### config.mk
export PLATFORM = sky130hd
export DESIGN_NAME = cutt_core_timer
export DESIGN_NICKNAME = d
export VERILOG_FILES = /design/src/pkg/cutt_pkg.sv /design/src/hdl/cutt_core_timer.sv
export VERILOG_INCLUDE_DIRS = /design/src /design/src/pkg
export SDC_FILE = /design/constraint.sdc
export NUM_CORES = 1
export LEC_CHECK = 0
export BUFFER_PORTS_ARGS = -buffer_cell sky130_fd_sc_hd__buf_2
export CAP_MARGIN = 15
export CORE_MARGIN = 2
export CORE_UTILIZATION = 25
export DETAILED_ROUTE_END_ITERATION = 8
export PLACE_DENSITY = 0.48
export SETUP_SLACK_MARGIN = 0.5
export SLEW_MARGIN = 0
export SYNTH_ARGS = -nofsm -noshare
export SYNTH_HDL_FRONTEND = slang
export SYNTH_SLANG_ARGS = --single-unit
### constraint.sdc
create_clock -name core_clk -period 3.25 [get_ports core_clk]
set_clock_uncertainty 0.1 [all_clocks]
set_input_delay 0 -clock core_clk [delete_from_list [all_inputs] [get_ports core_clk]]
set_output_delay 0 -clock core_clk [all_outputs]
set_load 0.1 [all_outputs]
### src/pkg/cutt_consts.svh
// Constants for the core up/down timer with toggle latch.
// Assumes a 16-bit register port with word offsets.
`ifndef CUTT_CONSTS_SVH
`define CUTT_CONSTS_SVH
`define CUTT_OFF_CTRL 4'h0
`define CUTT_OFF_COUNT 4'h1
`define CUTT_OFF_AUX 4'h2
`define CUTT_OFF_STATUS 4'h3
`define CUTT_CTRL_RESET 16'h0000
`define CUTT_MODE_TIMER 3'h0
`define CUTT_MODE_COUNTER 3'h1
`define CUTT_MODE_GATED_LO 3'h2
`define CUTT_MODE_GATED_HI 3'h3
`define CUTT_EDGE_NONE 3'h0
`define CUTT_EDGE_RISE 3'h1
`define CUTT_EDGE_FALL 3'h2
`define CUTT_EDGE_BOTH 3'h3
`define CUTT_BIT_OTL 10
`define CUTT_BIT_AUX_RC 9
`endif

### src/pkg/cutt_pkg.sv
// Types for the core up/down timer with toggle latch.
// Assumes nothing beyond the constants header.
package cutt_pkg;
    typedef struct packed {
        logic [2:0] unused_hi;
        logic [1:0] block_prescaler_select;
        logic overflow_toggle_latch;
        logic toggle_output_enable;
        logic external_direction_enable;
        logic direction_bit;
        logic core_run_bit;
        logic [2:0] core_mode_field;
        logic [2:0] input_parameter_field;
    } cutt_ctrl_s;
    typedef struct packed {
        logic [3:0] addr;
        logic [15:0] wdata;
        logic wr;
        logic rd;
    } cutt_bus_s;
    typedef struct packed {
        logic otl;
        logic shadow;
        logic run;
    } cutt_aux_s;
    typedef enum logic [1:0] {CUTT_TIMER, CUTT_COUNTER, CUTT_GATED, CUTT_IDLE} cutt_mode_e;
endpackage : cutt_pkg

### src/hdl/cutt_core_timer.sv
// Core 16-bit up/down timer with overflow toggle latch and shadow latch.
// Assumes pins synchronous to core_clk and a one-cycle register port.
//
// How it works
// - Run bit starts and stops the core timer in modes 000 to 011; modes 1XX never count.
// - Gated mode advances only when run bit is 1 and gate active.
// - With remote select, core run bit also runs auxiliary timer.
// - External enable 0: direction bit alone, 0 up, 1 down.
// - External enable 1: down when pin XOR direction bit, else up.
// - Direction changes take effect at once, running or not.
// - Overflow or underflow toggles latch; shadow follows; both go to aux.
// - Shadow equals toggle latch delayed one clock cycle.
// - Software write sets both latches together, no edge seen.
// - Output enable 1 drives latch state; 0 drives pin high.
// - Overflow/underflow pulse goes out to compare/capture timers.
// - Mode 000 timer mode, clocked by both prescalers.
// - Modes 010/011 gated; bit 0 picks gate active level.
// - Gated mode uses same prescaled ticks, passed only while gate active.
// - Gate level changes raise no interrupt request.
// - Mode 001 counter mode: one step per selected pin edge.
// - Input 000 off, 001 rising, 010 falling, 011 both; 1XX reserved.
// - Block prescaler: 00 div4, 01 div2, 10 div16, 11 div8.
// - Software write to count beats simultaneous hardware update.
//
// The register offsets and the address-and-strobe port are this design's own decisions.
`include "cutt_consts.svh"
`timescale 1ns/100ps
`default_nettype none
module cutt_core_timer #(
    parameter int WIDTH = 16
) (
    input wire logic core_clk,
    input wire logic rst,
    input wire cutt_pkg::cutt_bus_s bus,
    output logic [15:0] rdata,
    input wire logic gate_count_input_pin,
    input wire logic external_direction_pin,
    output logic toggle_output_pin,
    output logic overflow_underflow_pulse,
    output cutt_pkg::cutt_aux_s aux_out
);
    import cutt_pkg::*;

    ////////////////////////////////////////////////////////////////////
    cutt_ctrl_s ctrl_reg;
    logic [WIDTH-1:0] count_reg;
    logic aux_remote_run_select_reg;
    logic shadow_reg;
    logic [10:0] pre_reg;
    logic pin_prev_reg;
    logic tick_reg;
    logic [15:0] rdata_reg;
    logic count_down;
    logic gate_active;
    logic pre_tick;
    logic edge_hit;
    logic step;
    logic wrap;
    logic [3:0] base_log;
    logic [4:0] div_log;
    cutt_mode_e mode;
    logic count_wr;
    logic ctrl_wr;
    logic aux_wr;

    // One decode per written register, shared by the write paths and some checks; the others decode bus.addr again
    assign count_wr = bus.wr && (bus.addr == `CUTT_OFF_COUNT);
    assign ctrl_wr = bus.wr && (bus.addr == `CUTT_OFF_CTRL);
    assign aux_wr = bus.wr && (bus.addr == `CUTT_OFF_AUX);

    always_comb begin
        case (ctrl_reg.core_mode_field)
            `CUTT_MODE_TIMER: mode = CUTT_TIMER;
            `CUTT_MODE_COUNTER: mode = CUTT_COUNTER;
            `CUTT_MODE_GATED_LO, `CUTT_MODE_GATED_HI: mode = CUTT_GATED;
            default: mode = CUTT_IDLE;
        endcase
    end

    // Direction is combinational so it applies immediately
    assign count_down = ctrl_reg.external_direction_enable
        ? (external_direction_pin ^ ctrl_reg.direction_bit)
        : ctrl_reg.direction_bit;

    // Gate level compare; no interrupt path exists for it
    assign gate_active = (gate_count_input_pin == ctrl_reg.core_mode_field[0]);

    ////////////////////////////////////////////////////////////////////
    // Prescaler: block factor then input factor 2^input_parameter
    always_comb begin
        case (ctrl_reg.block_prescaler_select)
            2'h0: base_log = 4'h2;
            2'h1: base_log = 4'h1;
            2'h2: base_log = 4'h4;
            default: base_log = 4'h3;
        endcase
    end
    assign div_log = {1'b0, base_log} + {2'h0, ctrl_reg.input_parameter_field};
    // Eleven bits cover the largest factor, 16 times 2^7
    assign pre_tick = (pre_reg & ((11'h001 << div_log) - 11'h001)) == 11'h000;

    always_ff @(posedge core_clk or posedge rst) begin
        if (rst) begin
            pre_reg <= 11'h000;
        end else begin
            pre_reg <= pre_reg + 11'h001;
        end
    end

    always_ff @(posedge core_clk or posedge rst) begin
        if (rst) begin
            tick_reg <= 1'b0;
        end else begin
            // Ticks at every multiple, the wrap of pre_reg included
            tick_reg <= pre_tick;
        end
    end

    ////////////////////////////////////////////////////////////////////
    // Count pin edge detection
    always_ff @(posedge core_clk or posedge rst) begin
        if (rst) begin
            pin_prev_reg <= 1'b0;
        end else begin
            pin_prev_reg <= gate_count_input_pin;
        end
    end

    always_comb begin
        case (ctrl_reg.input_parameter_field)
            `CUTT_EDGE_RISE: edge_hit = gate_count_input_pin & ~pin_prev_reg;
            `CUTT_EDGE_FALL: edge_hit = ~gate_count_input_pin & pin_prev_reg;
            `CUTT_EDGE_BOTH: edge_hit = gate_count_input_pin ^ pin_prev_reg;
            default: edge_hit = 1'b0;
        endcase
    end

    always_comb begin
        case (mode)
            CUTT_TIMER: step = ctrl_reg.core_run_bit & tick_reg;
            CUTT_GATED: step = ctrl_reg.core_run_bit & gate_active & tick_reg;
            CUTT_COUNTER: step = ctrl_reg.core_run_bit & edge_hit;
            default: step = 1'b0;
        endcase
    end

    // A count write in the same cycle cancels the step and so the wrap
    assign wrap = step & ~count_wr & (count_down ? (count_reg == '0) : (&count_reg));

    ////////////////////////////////////////////////////////////////////
    always_ff @(posedge core_clk or posedge rst) begin
        if (rst) begin
            count_reg <= '0;
        end else if (count_wr) begin
            count_reg <= bus.wdata[WIDTH-1:0];
        end else if (step) begin
            count_reg <= count_down ? count_reg - 1'b1 : count_reg + 1'b1;
        end
    end

    always_ff @(posedge core_clk or posedge rst) begin
        if (rst) begin
            ctrl_reg <= `CUTT_CTRL_RESET;
        end else if (ctrl_wr) begin
            ctrl_reg <= bus.wdata;
        end else if (wrap) begin
            ctrl_reg.overflow_toggle_latch <= ~ctrl_reg.overflow_toggle_latch;
        end
    end

    always_ff @(posedge core_clk or posedge rst) begin
        if (rst) begin
            shadow_reg <= 1'b0;
        end else if (ctrl_wr) begin
            shadow_reg <= bus.wdata[`CUTT_BIT_OTL];
        end else begin
            shadow_reg <= ctrl_reg.overflow_toggle_latch;
        end
    end

    always_ff @(posedge core_clk or posedge rst) begin
        if (rst) begin
            aux_remote_run_select_reg <= 1'b0;
        end else if (aux_wr) begin
            aux_remote_run_select_reg <= bus.wdata[`CUTT_BIT_AUX_RC];
        end
    end

    ////////////////////////////////////////////////////////////////////
    always_ff @(posedge core_clk or posedge rst) begin
        if (rst) begin
            toggle_output_pin <= 1'b1;
            overflow_underflow_pulse <= 1'b0;
            aux_out <= '0;
        end else begin
            toggle_output_pin <= ctrl_reg.toggle_output_enable
                ? ctrl_reg.overflow_toggle_latch : 1'b1;
            overflow_underflow_pulse <= wrap;
            aux_out.otl <= ctrl_reg.overflow_toggle_latch;
            aux_out.shadow <= shadow_reg;
            aux_out.run <= aux_remote_run_select_reg & ctrl_reg.core_run_bit;
        end
    end

    always_ff @(posedge core_clk or posedge rst) begin
        if (rst) begin
            rdata_reg <= 16'h0000;
        end else if (bus.rd) begin
            case (bus.addr)
                `CUTT_OFF_CTRL: rdata_reg <= ctrl_reg;
                `CUTT_OFF_COUNT: rdata_reg <= 16'(count_reg);
                `CUTT_OFF_AUX: rdata_reg <= {6'h00, aux_remote_run_select_reg, 9'h000};
                `CUTT_OFF_STATUS: rdata_reg <= {14'h0000, shadow_reg, count_down};
                default: rdata_reg <= 16'h0000;
            endcase
        end
    end
    assign rdata = rdata_reg;

    ////////////////////////////////////////////////////////////////////
    AST_STOPPED_HOLDS: assert property (@(posedge core_clk) disable iff (rst)
        !ctrl_reg.core_run_bit && !(bus.wr && bus.addr == `CUTT_OFF_COUNT)
        |=> count_reg == $past(count_reg)) else $error("count moved while stopped");
    AST_GATE_HOLDS: assert property (@(posedge core_clk) disable iff (rst)
        mode == CUTT_GATED && !gate_active && !(bus.wr && bus.addr == `CUTT_OFF_COUNT)
        |=> count_reg == $past(count_reg)) else $error("count moved with gate shut");
    AST_DIR_SW: assert property (@(posedge core_clk) disable iff (rst)
        step && !count_wr && !ctrl_reg.external_direction_enable
        |=> count_reg == ($past(ctrl_reg.direction_bit)
            ? $past(count_reg) - 1'b1 : $past(count_reg) + 1'b1))
        else $error("direction wrong");
    AST_DIR_EXT: assert property (@(posedge core_clk) disable iff (rst)
        step && !count_wr && ctrl_reg.external_direction_enable
        |=> count_reg == (($past(external_direction_pin) ^ $past(ctrl_reg.direction_bit))
            ? $past(count_reg) - 1'b1 : $past(count_reg) + 1'b1))
        else $error("external direction wrong");
    AST_SHADOW_LAG: assert property (@(posedge core_clk) disable iff (rst)
        !$past(bus.wr && bus.addr == `CUTT_OFF_CTRL)
        |-> shadow_reg == $past(ctrl_reg.overflow_toggle_latch))
        else $error("shadow not one cycle late");
    AST_SW_NO_EDGE: assert property (@(posedge core_clk) disable iff (rst)
        bus.wr && bus.addr == `CUTT_OFF_CTRL
        |=> shadow_reg == ctrl_reg.overflow_toggle_latch) else $error("write left mismatch");
    AST_WRAP_TOGGLE: assert property (@(posedge core_clk) disable iff (rst)
        wrap && !ctrl_wr
        |=> ctrl_reg.overflow_toggle_latch != $past(ctrl_reg.overflow_toggle_latch)
            && overflow_underflow_pulse) else $error("wrap did not toggle");
    AST_OUT_HIGH: assert property (@(posedge core_clk) disable iff (rst)
        !ctrl_reg.toggle_output_enable |=> toggle_output_pin) else $error("pin not high");
    AST_SW_WINS: assert property (@(posedge core_clk) disable iff (rst)
        bus.wr && bus.addr == `CUTT_OFF_COUNT |=> count_reg == $past(bus.wdata))
        else $error("software write lost");
    AST_SW_SETS_LATCH: assert property (@(posedge core_clk) disable iff (rst)
        ctrl_wr
        |=> ctrl_reg.overflow_toggle_latch == $past(bus.wdata[`CUTT_BIT_OTL]))
        else $error("latch write lost");

    ////////////////////////////////////////////////////////////////////
    // Counting only on the selected event, and the wrap at both ends
    AST_RUN_STEPS: assert property (@(posedge core_clk) disable iff (rst)
        mode == CUTT_TIMER && ctrl_reg.core_run_bit && tick_reg && !count_wr
        |=> count_reg != $past(count_reg))
        else $error("running timer missed a tick");
    AST_GATE_RUNS: assert property (@(posedge core_clk) disable iff (rst)
        mode == CUTT_GATED && ctrl_reg.core_run_bit && gate_active && tick_reg && !count_wr
        |=> count_reg != $past(count_reg))
        else $error("open gate missed a tick");
    AST_TICK_ONLY: assert property (@(posedge core_clk) disable iff (rst)
        mode != CUTT_COUNTER && !tick_reg && !count_wr
        |=> count_reg == $past(count_reg))
        else $error("count moved between ticks");
    AST_EDGE_ONLY: assert property (@(posedge core_clk) disable iff (rst)
        mode == CUTT_COUNTER && !edge_hit && !count_wr
        |=> count_reg == $past(count_reg))
        else $error("count moved without pin edge");
    AST_WRAP_UP: assert property (@(posedge core_clk) disable iff (rst)
        step && !count_wr && !count_down && (&count_reg)
        |=> count_reg == '0 && overflow_underflow_pulse)
        else $error("no overflow at top");
    AST_WRAP_DOWN: assert property (@(posedge core_clk) disable iff (rst)
        step && !count_wr && count_down && (count_reg == '0)
        |=> (&count_reg) && overflow_underflow_pulse)
        else $error("no underflow at zero");

    ////////////////////////////////////////////////////////////////////
    // Outputs against the state they copy
    AST_PULSE_SOURCE: assert property (@(posedge core_clk) disable iff (rst)
        overflow_underflow_pulse |-> $past(wrap))
        else $error("pulse without wrap");
    AST_OUT_FOLLOWS: assert property (@(posedge core_clk) disable iff (rst)
        ctrl_reg.toggle_output_enable
        |=> toggle_output_pin == $past(ctrl_reg.overflow_toggle_latch))
        else $error("pin not showing latch");
    AST_AUX_COPY: assert property (@(posedge core_clk) disable iff (rst)
        1'b1 |=> aux_out.otl == $past(ctrl_reg.overflow_toggle_latch)
            && aux_out.shadow == $past(shadow_reg))
        else $error("aux latch copy wrong");
    AST_AUX_RUN: assert property (@(posedge core_clk) disable iff (rst)
        1'b1
        |=> aux_out.run == ($past(aux_remote_run_select_reg)
            && $past(ctrl_reg.core_run_bit)))
        else $error("aux run wrong");
    AST_RDATA_UNMAPPED: assert property (@(posedge core_clk) disable iff (rst)
        bus.rd && bus.addr > `CUTT_OFF_STATUS |=> rdata == 16'h0000)
        else $error("unmapped read not zero");
endmodule : cutt_core_timer
`default_nettype wire

==> results.toml, run 1 <==
[run_status]
outcome = "finished, final reports clean"

[yosys]
synth_compound_gate_area_share_pct = 18.3
post_synth_instance_area_mm2 = 0.00418
postSynth.asyncResetShare_pct = 100
synth_sequential_area_ratio_pct = 40.7
synth_largest_area_cell = "dfrtp_1"
netlist.area_leader.share_pct = 40.1
post_synth_main_area_contributors = "dfrtp_1 (40%), ha_1 (7.2%), a21oi_1 (5.0%), nor2_1 (4.3%), mux2_2 (3.8%)"
synth_enable_flop_cells = 0
dominant_combinational_cell_family_by_area_after_synthesis = "compound AO/OA/AOI/OAI gates"
synthSimpleGateAreaFrac_pct = 16.8
synth_fa_ha_area_share_pct = 8.14
synth_nets = 489
synth.yosys.warnings = 0
syn_inst = 437
post_synth_xor_area_fraction_pct = 5.00
synth_flop_cell = "dfrtp_1"
synth_mux_area_share_pct = 7.54
post_synth.cell_area_avg_um2 = 9.57
netlist-cell-type-count = 56
synth_seq_cells = 68

[sta]
final_hold_violation_count = 0
period_minus_slack_ns = 3.03
period_share_pct = 93.2
finalMaxSlewViolations = 0
unrepaired_setup_endpoints_after_global_routing = "yes"
worst_pin_slew_ns = 0.607
fmax_mhz = 330
slew_limit_headroom_pct = 59.5
finalWorstSetupSlack_ns = 0.221
tns_ns = 0
setup_violations = 0

[final_layout]
final-seq-area_mm2 = 0.00170
n_antenna_cell = 0
multi_input_comb_area_mm2 = 0.00272
fill_cells = 1699
nNetsFinal = 579
drive_above_1_share_pct = 31.6
layout-area-overhead-vs-synth_pct = 37.8

[critical_path]
setup.reg_to_reg.worst_slack_ns = 0.22
critical_path.endpoint_type = "flip-flop"
critical_path_arrival_ns = 3.15
regToRegEndpoint = "tick_reg$_DFF_PP0_"
r2r.worst_path.cells = 15
timing_worst_setup_path_type = "reg2reg"
worstReg2RegStart = "ctrl_reg[12]$_DFFE_PP0P_"
required_ns = 3.37
startpoint_type = "flip-flop"
crit_fanout = 10

[global_routing]
grt_util_all_layers_pct = 14.3
grt_pass1_vias = 3669
wire_length_of_the_first_global_routing_pass_um = 20000
grt_start_max_net_pins = 34
gr-total-overflow = 0
antenna_found_initial = 1

[floorplan]
floorplan.io_pins = 47
die_area_mm2 = 0.0178
die_x_um = 133
core_area_mm2 = 0.0165
chipHeight_um = 133
effective_utilization_at_floorplan_pct = 25.4
row_count = 47

[cts]
max-clock-path-buffers = 2
tritoncts_num_sinks = 68
later_pin_clock_latency_in_the_skew_report_ns = 0.35
cts_tree = "yes"
cts_h_tree_lvls = 3
clockRootBuffer = "clkbuf_16"
cts_buffers = 9
path_clk_slew_ns = 0.06

[place]
gp_routability_congestion = 0.851
detailed_place_hpwl_um = 8610
dp_worst_setup_slack_ns = 0.0128
portBuffers = 46

[run]
max-cap-violations = 0

[worst_hold_path]
hold_depth = 3
worst_hold_path.endpoint = "rdata[1]$_DFFE_PP0P_"
class_of_the_tightest_hold_or_removal_check = "in2reg"
hold_path.startpoint = "bus[18]"

[detailed_routing]
initial_detailed_routing_violation_count = 140
routed_wl_um = 12100
drt.antenna.violating_nets = 0
vias = 3678
drt-vias-per-instance = 4.89
first_pass_iters = 4
routedWlPerCell_um = 16.0
drc = 0

[power]
power-per-cell-area_mw_per_mm2 = 971
vdd_ir_drop_max_mv = 0.317
p_leak_uw = 0.00248
metrics by stage:
stage | utilization, % | cell area (um2) | power [uW] | cells | hold WS [ns]
CTS | 33.5 | 5520 | 5170 | 744 | 0.000954
global route | 35.0 | 5760 | 6000 | 752 | 0.0559
detailed placement | 28.8 | 4740 | 3660 | 698 | 0.0114
global placement | 28.8 | 4740 | 3630 | 698 | 0.0162
floorplan | - | 4240 | 3160 | 437 | -0.0686
finish | 35.0 | 5760 | 5600 | 752 | 0.0148
synthesized netlist by cell type (4+ instances only):
master / n
nor2_1: 48
a21o_1: 11
a21oi_1: 42
o21ai_0: 16
mux2i_1: 9
ha_1: 24
nor2b_1: 4
buf_2: 7
mux2_1: 6
a22oi_1: 16
nand2_1: 27
nand4_1: 8
xnor2_1: 16
o21ai_1: 5
clkbuf_1: 6
xor2_1: 6
mux2_2: 14
a211oi_1: 5
dfrtp_1: 67
and3_1: 5
nor3_1: 11
nor4_1: 10
o22ai_1: 4
inv_1: 17
nand3_1: 8
worst max-delay path, stage by stage, from the launching register on:
cell and delay [ns]:
dfrtp_1 0.41, inv_1 0.08, ha_2 0.16, or2_4 0.11, ha_4 0.12, inv_2 0.03
fa_2 0.53, nor2b_4 0.20, nand3_2 0.12, ha_4 0.23, or2_4 0.23, o21ai_1 0.13
nand3b_1 0.09, a21oi_1 0.15, o21a_1 0.15, nor4_2 0.05
logic make-up after synthesis:
| family | Yosys count |
|---|---|
| adder cells (fa/ha/maj) | 26 |
| AO/OA/AOI/OAI | 120 |
| flip-flops | 68 |
| XOR/XNOR | 23 |
| buffers and inverters | 33 |
| AND/OR/NAND/NOR | 138 |
| multiplexers | 29 |
timing repair:
| item | 4_1_cts | 5_1_grt |
|---|---|---|
| setup endpoints to repair | 5 | 7 |
| pin swaps | 11 | 20 |
| buffers inserted | 9 | 8 |
| hold endpoints to repair | 61 | 0 |
| cloned | 1 | 0 |
| hold buffers | 20 | 0 |
| gates resized for setup | 28 | 38 |
power by group:
group	internal, uW	leakage [uW]	switching [uW]
Sequential	1040	0.000827	295
Clock	692	0.000162	389
Combinational	1460	0.00149	1720
Total	3190	0.00248	2410
cells in the final DEF, fill, tap and decap left out, types with 14 or more instances in the layout:
cell / synthesis / routed
buf_2: 7 / 46
dlygate4sd3_1: 0 / 20
nand2_1: 27 / 24
a22oi_1: 16 / 16
a21oi_1: 42 / 37
xnor2_1: 16 / 16
inv_1: 17 / 14
dfrtp_1: 67 / 66
buf_4: 1 / 25
nor2_1: 48 / 46
final cells by class:
cell class	instances	area share [%]
Tap cell	220	4.78
Inverter	17	1.15
Sequential cell	68	29.6
Clock inverter	6	1.52
Clock buffer	10	4.15
Timing Repair inverter	1	0.130
Timing Repair Buffer	94	11.5
Multi-Input combinational cell	336	47.2
routing by layer:
layer  share of wire, %  up-vias  wire length (um)  track usage (%)
met3                4.7       14               567             2.32
met5                  0        -                 0                0
met4                2.5        0               303             6.91
met2                 45       87              5450             21.4
met1                 48     1795              5730             20.1
li1                   -     1782                 -                -
worst max path at each step:
stage,cells after the start,from,to
global placement,14,ctrl_reg[12]$_DFFE_PP0P_,tick_reg$_DFF_PP0_
global route,15,ctrl_reg[12]$_DFFE_PP0P_,tick_reg$_DFF_PP0_
floorplan,15,ctrl_reg[12]$_DFFE_PP0P_,tick_reg$_DFF_PP0_
detailed placement,16,ctrl_reg[12]$_DFFE_PP0P_,tick_reg$_DFF_PP0_
CTS,15,ctrl_reg[12]$_DFFE_PP0P_,tick_reg$_DFF_PP0_
finish,15,ctrl_reg[12]$_DFFE_PP0P_,tick_reg$_DFF_PP0_
No activity file was read; power rests on OpenSTA's default activity.
==> inputs of run 2 (changes only) <==
PLACE_DENSITY = 0.47   (was 0.48)
SETUP_SLACK_MARGIN = 0.4   (was 0.5)
clock period = 2.9 ns   (was 3.25 ns; I/O delays follow)
==> run 2 against run 1 <==
  * Sequential power is 15% higher
  * Core utilization grew 2.0 points
  * First-iteration DRC count up 1.4%
  * Non-clock buffer count is 23 higher
  * Critical path type unchanged
  * Power up 25%
  * Clock-buffer cell count up 2
  * Critical path depth unchanged
  * Hold slack improved by 0.0017 ns
  * Register-to-register slack got worse by 0.21 ns
  * Combinational power is 37% higher
  * Sequential share of layout area down 1.7 points
==> results.toml, run 2 (same netlist as run 1, synthesis figures left out) <==
[run_status]
outcome = "finished, final reports clean"

[critical_path]
startpoint_type = "flip-flop"
timing_worst_setup_path_type = "reg2reg"
critical_path.endpoint_type = "flip-flop"
crit_fanout = 8
setup.reg_to_reg.worst_slack_ns = 0.01
worstReg2RegStart = "ctrl_reg[12]$_DFFE_PP0P_"
regToRegEndpoint = "tick_reg$_DFF_PP0_"
critical_path_arrival_ns = 3.01
required_ns = 3.02
r2r.worst_path.cells = 15

[sta]
finalWorstSetupSlack_ns = 0.00982
slew_limit_headroom_pct = 56.6
period_share_pct = 99.7
finalMaxSlewViolations = 0
final_hold_violation_count = 0
worst_pin_slew_ns = 0.652
period_minus_slack_ns = 2.89
fmax_mhz = 346
setup_violations = 0
unrepaired_setup_endpoints_after_global_routing = "yes"

[power]
combinational_share_of_power_pct = 62.4
power-per-cell-area_mw_per_mm2 = 1140
p_leak_uw = 0.00263
power.share.switching_pct = 42.5
pwr-share-clk_pct = 15.7
vdd_ir_drop_max_mv = 0.386
switching_power_uw = 2960
seq_power_share_pct = 21.9
p_int_uw = 4010

[detailed_routing]
drc = 0
drt.antenna.violating_nets = 0
routedWlPerCell_um = 16.6
initial_detailed_routing_violation_count = 142
vias = 3803
routed_wl_um = 12900
drt-vias-per-instance = 4.91
first_pass_iters = 4

[global_routing]
gr-total-overflow = 0
grt_pass1_vias = 3853
grt_util_all_layers_pct = 14.7
wire_length_of_the_first_global_routing_pass_um = 20500
grt_start_max_net_pins = 34
antenna_found_initial = 0

[place]
dp_worst_setup_slack_ns = -0.127
portBuffers = 46
detailed_place_hpwl_um = 8810
gp_routability_congestion = 0.801

[worst_hold_path]
worst_hold_path.endpoint = "rdata[0]$_DFFE_PP0P_"
hold_depth = 3
class_of_the_tightest_hold_or_removal_check = "in2reg"
hold_path.startpoint = "bus[18]"

[floorplan]
die_area_mm2 = 0.0178
chipHeight_um = 133
effective_utilization_at_floorplan_pct = 25.4
row_count = 47
die_x_um = 133
floorplan.io_pins = 47
core_area_mm2 = 0.0165

[final_layout]
layout.cells.most_common_list = "dfrtp_1 (67), buf_2 (46), nor2_1 (43), a21oi_1 (39), buf_4 (36)"
post_route_utilization_pct = 37.0
layout-area-overhead-vs-synth_pct = 45.8
drive_above_1_share_pct = 37.8
layout_commonest_cell = "dfrtp_1"
n_antenna_cell = 0
nNetsFinal = 602

[cts]
later_pin_clock_latency_in_the_skew_report_ns = 0.33
cts_buffers = 9
cts_tree = "yes"
cts_h_tree_lvls = 3
clockRootBuffer = "clkbuf_16"
path_clk_slew_ns = 0.06
max-clock-path-buffers = 2
tritoncts_num_sinks = 68

[run]
max-cap-violations = 0
## run 2: cell count changes in the layout (fill, tap and decap cells not counted), sizes merged
cell         change
clkinvlp         -1
clkbuf           +2
buf             +25
dlygate4sd3      -2
bufinv           -1
## run 2: layout make-up
type / instances / area (um2)
clock buffer: 12 / 246
clock inverter: 4 / 48.8
fill: 1666 / 10400
inverter: 17 / 71.3
multi-input combinational: 336 / 2860
sequential: 68 / 1700
tap: 220 / 275
timing repair buffer: 117 / 890
timing repair inverter: 1 / 8.76
## run 2: metrics by stage
stage	TNS (ns)	hold WS (ns)	instances	cell area [um2]	power, uW
detailed placement	-0.127	-0.0419	706	4910	4420
global route	-0.119	0.0409	775	6100	7440
finish	0	0.0166	775	6100	6970
global placement	-0.0158	-0.0366	706	4910	4360
floorplan	-0.0624	-0.0686	437	4340	3670
CTS	0	0.00217	763	5720	6150
## run 2: power by group through the flow
| stage | Sequential [uW] | Clock, uW | Combinational, uW |
|---|---|---|---|
| after global routing | 1560 | 1170 | 4710 |
| after floorplan | 1620 | 0 | 2050 |
| after global placement | 1500 | 0 | 2860 |
| after CTS | 1510 | 1120 | 3520 |
| final | 1530 | 1090 | 4350 |
| after detailed placement | 1510 | 0 | 2910 |
## run 2: critical path, stage by stage, from the launching register on
cell,delay (ns)
dfrtp_1,0.41
inv_1,0.07
ha_2,0.15
or2_4,0.11
ha_4,0.12
inv_2,0.03
fa_2,0.53
nor2b_4,0.17
nand3_2,0.10
ha_4,0.21
or2_4,0.23
o21ai_1,0.13
nand3b_1,0.10
a21oi_2,0.13
o21a_1,0.14
nor4_2,0.05
## run 2: worst max path at each step
stage / startpoint / to / slack, ns / depth (start not counted)
floorplan: ctrl_reg[12]$_DFFE_PP0P_ / tick_reg$_DFF_PP0_ / -0.06 / 15
global placement: ctrl_reg[12]$_DFFE_PP0P_ / tick_reg$_DFF_PP0_ / -0.02 / 14
detailed placement: ctrl_reg[12]$_DFFE_PP0P_ / tick_reg$_DFF_PP0_ / -0.13 / 14
CTS: ctrl_reg[12]$_DFFE_PP0P_ / tick_reg$_DFF_PP0_ / 0.03 / 14
global route: ctrl_reg[12]$_DFFE_PP0P_ / tick_reg$_DFF_PP0_ / -0.12 / 16
finish: ctrl_reg[12]$_DFFE_PP0P_ / tick_reg$_DFF_PP0_ / 0.01 / 15
## run 2: layer usage
layer | global-route usage (%) | up-vias | wire, um
met3 | 2.25 | 15 | 531
met5 | 0 | - | 0
met4 | 5.67 | 0 | 224
met2 | 23.5 | 94 | 6140
li1 | - | 1828 | -
met1 | 20.2 | 1866 | 5990
## run 2: timing repair
action,4_1_cts,5_1_grt
pin swaps,32,38
hold buffers,18,0
resized for setup,33,65
hold endpoints to repair,57,0
buffers inserted,22,12
cloned,1,0
endpoints found under the setup margin,11,12
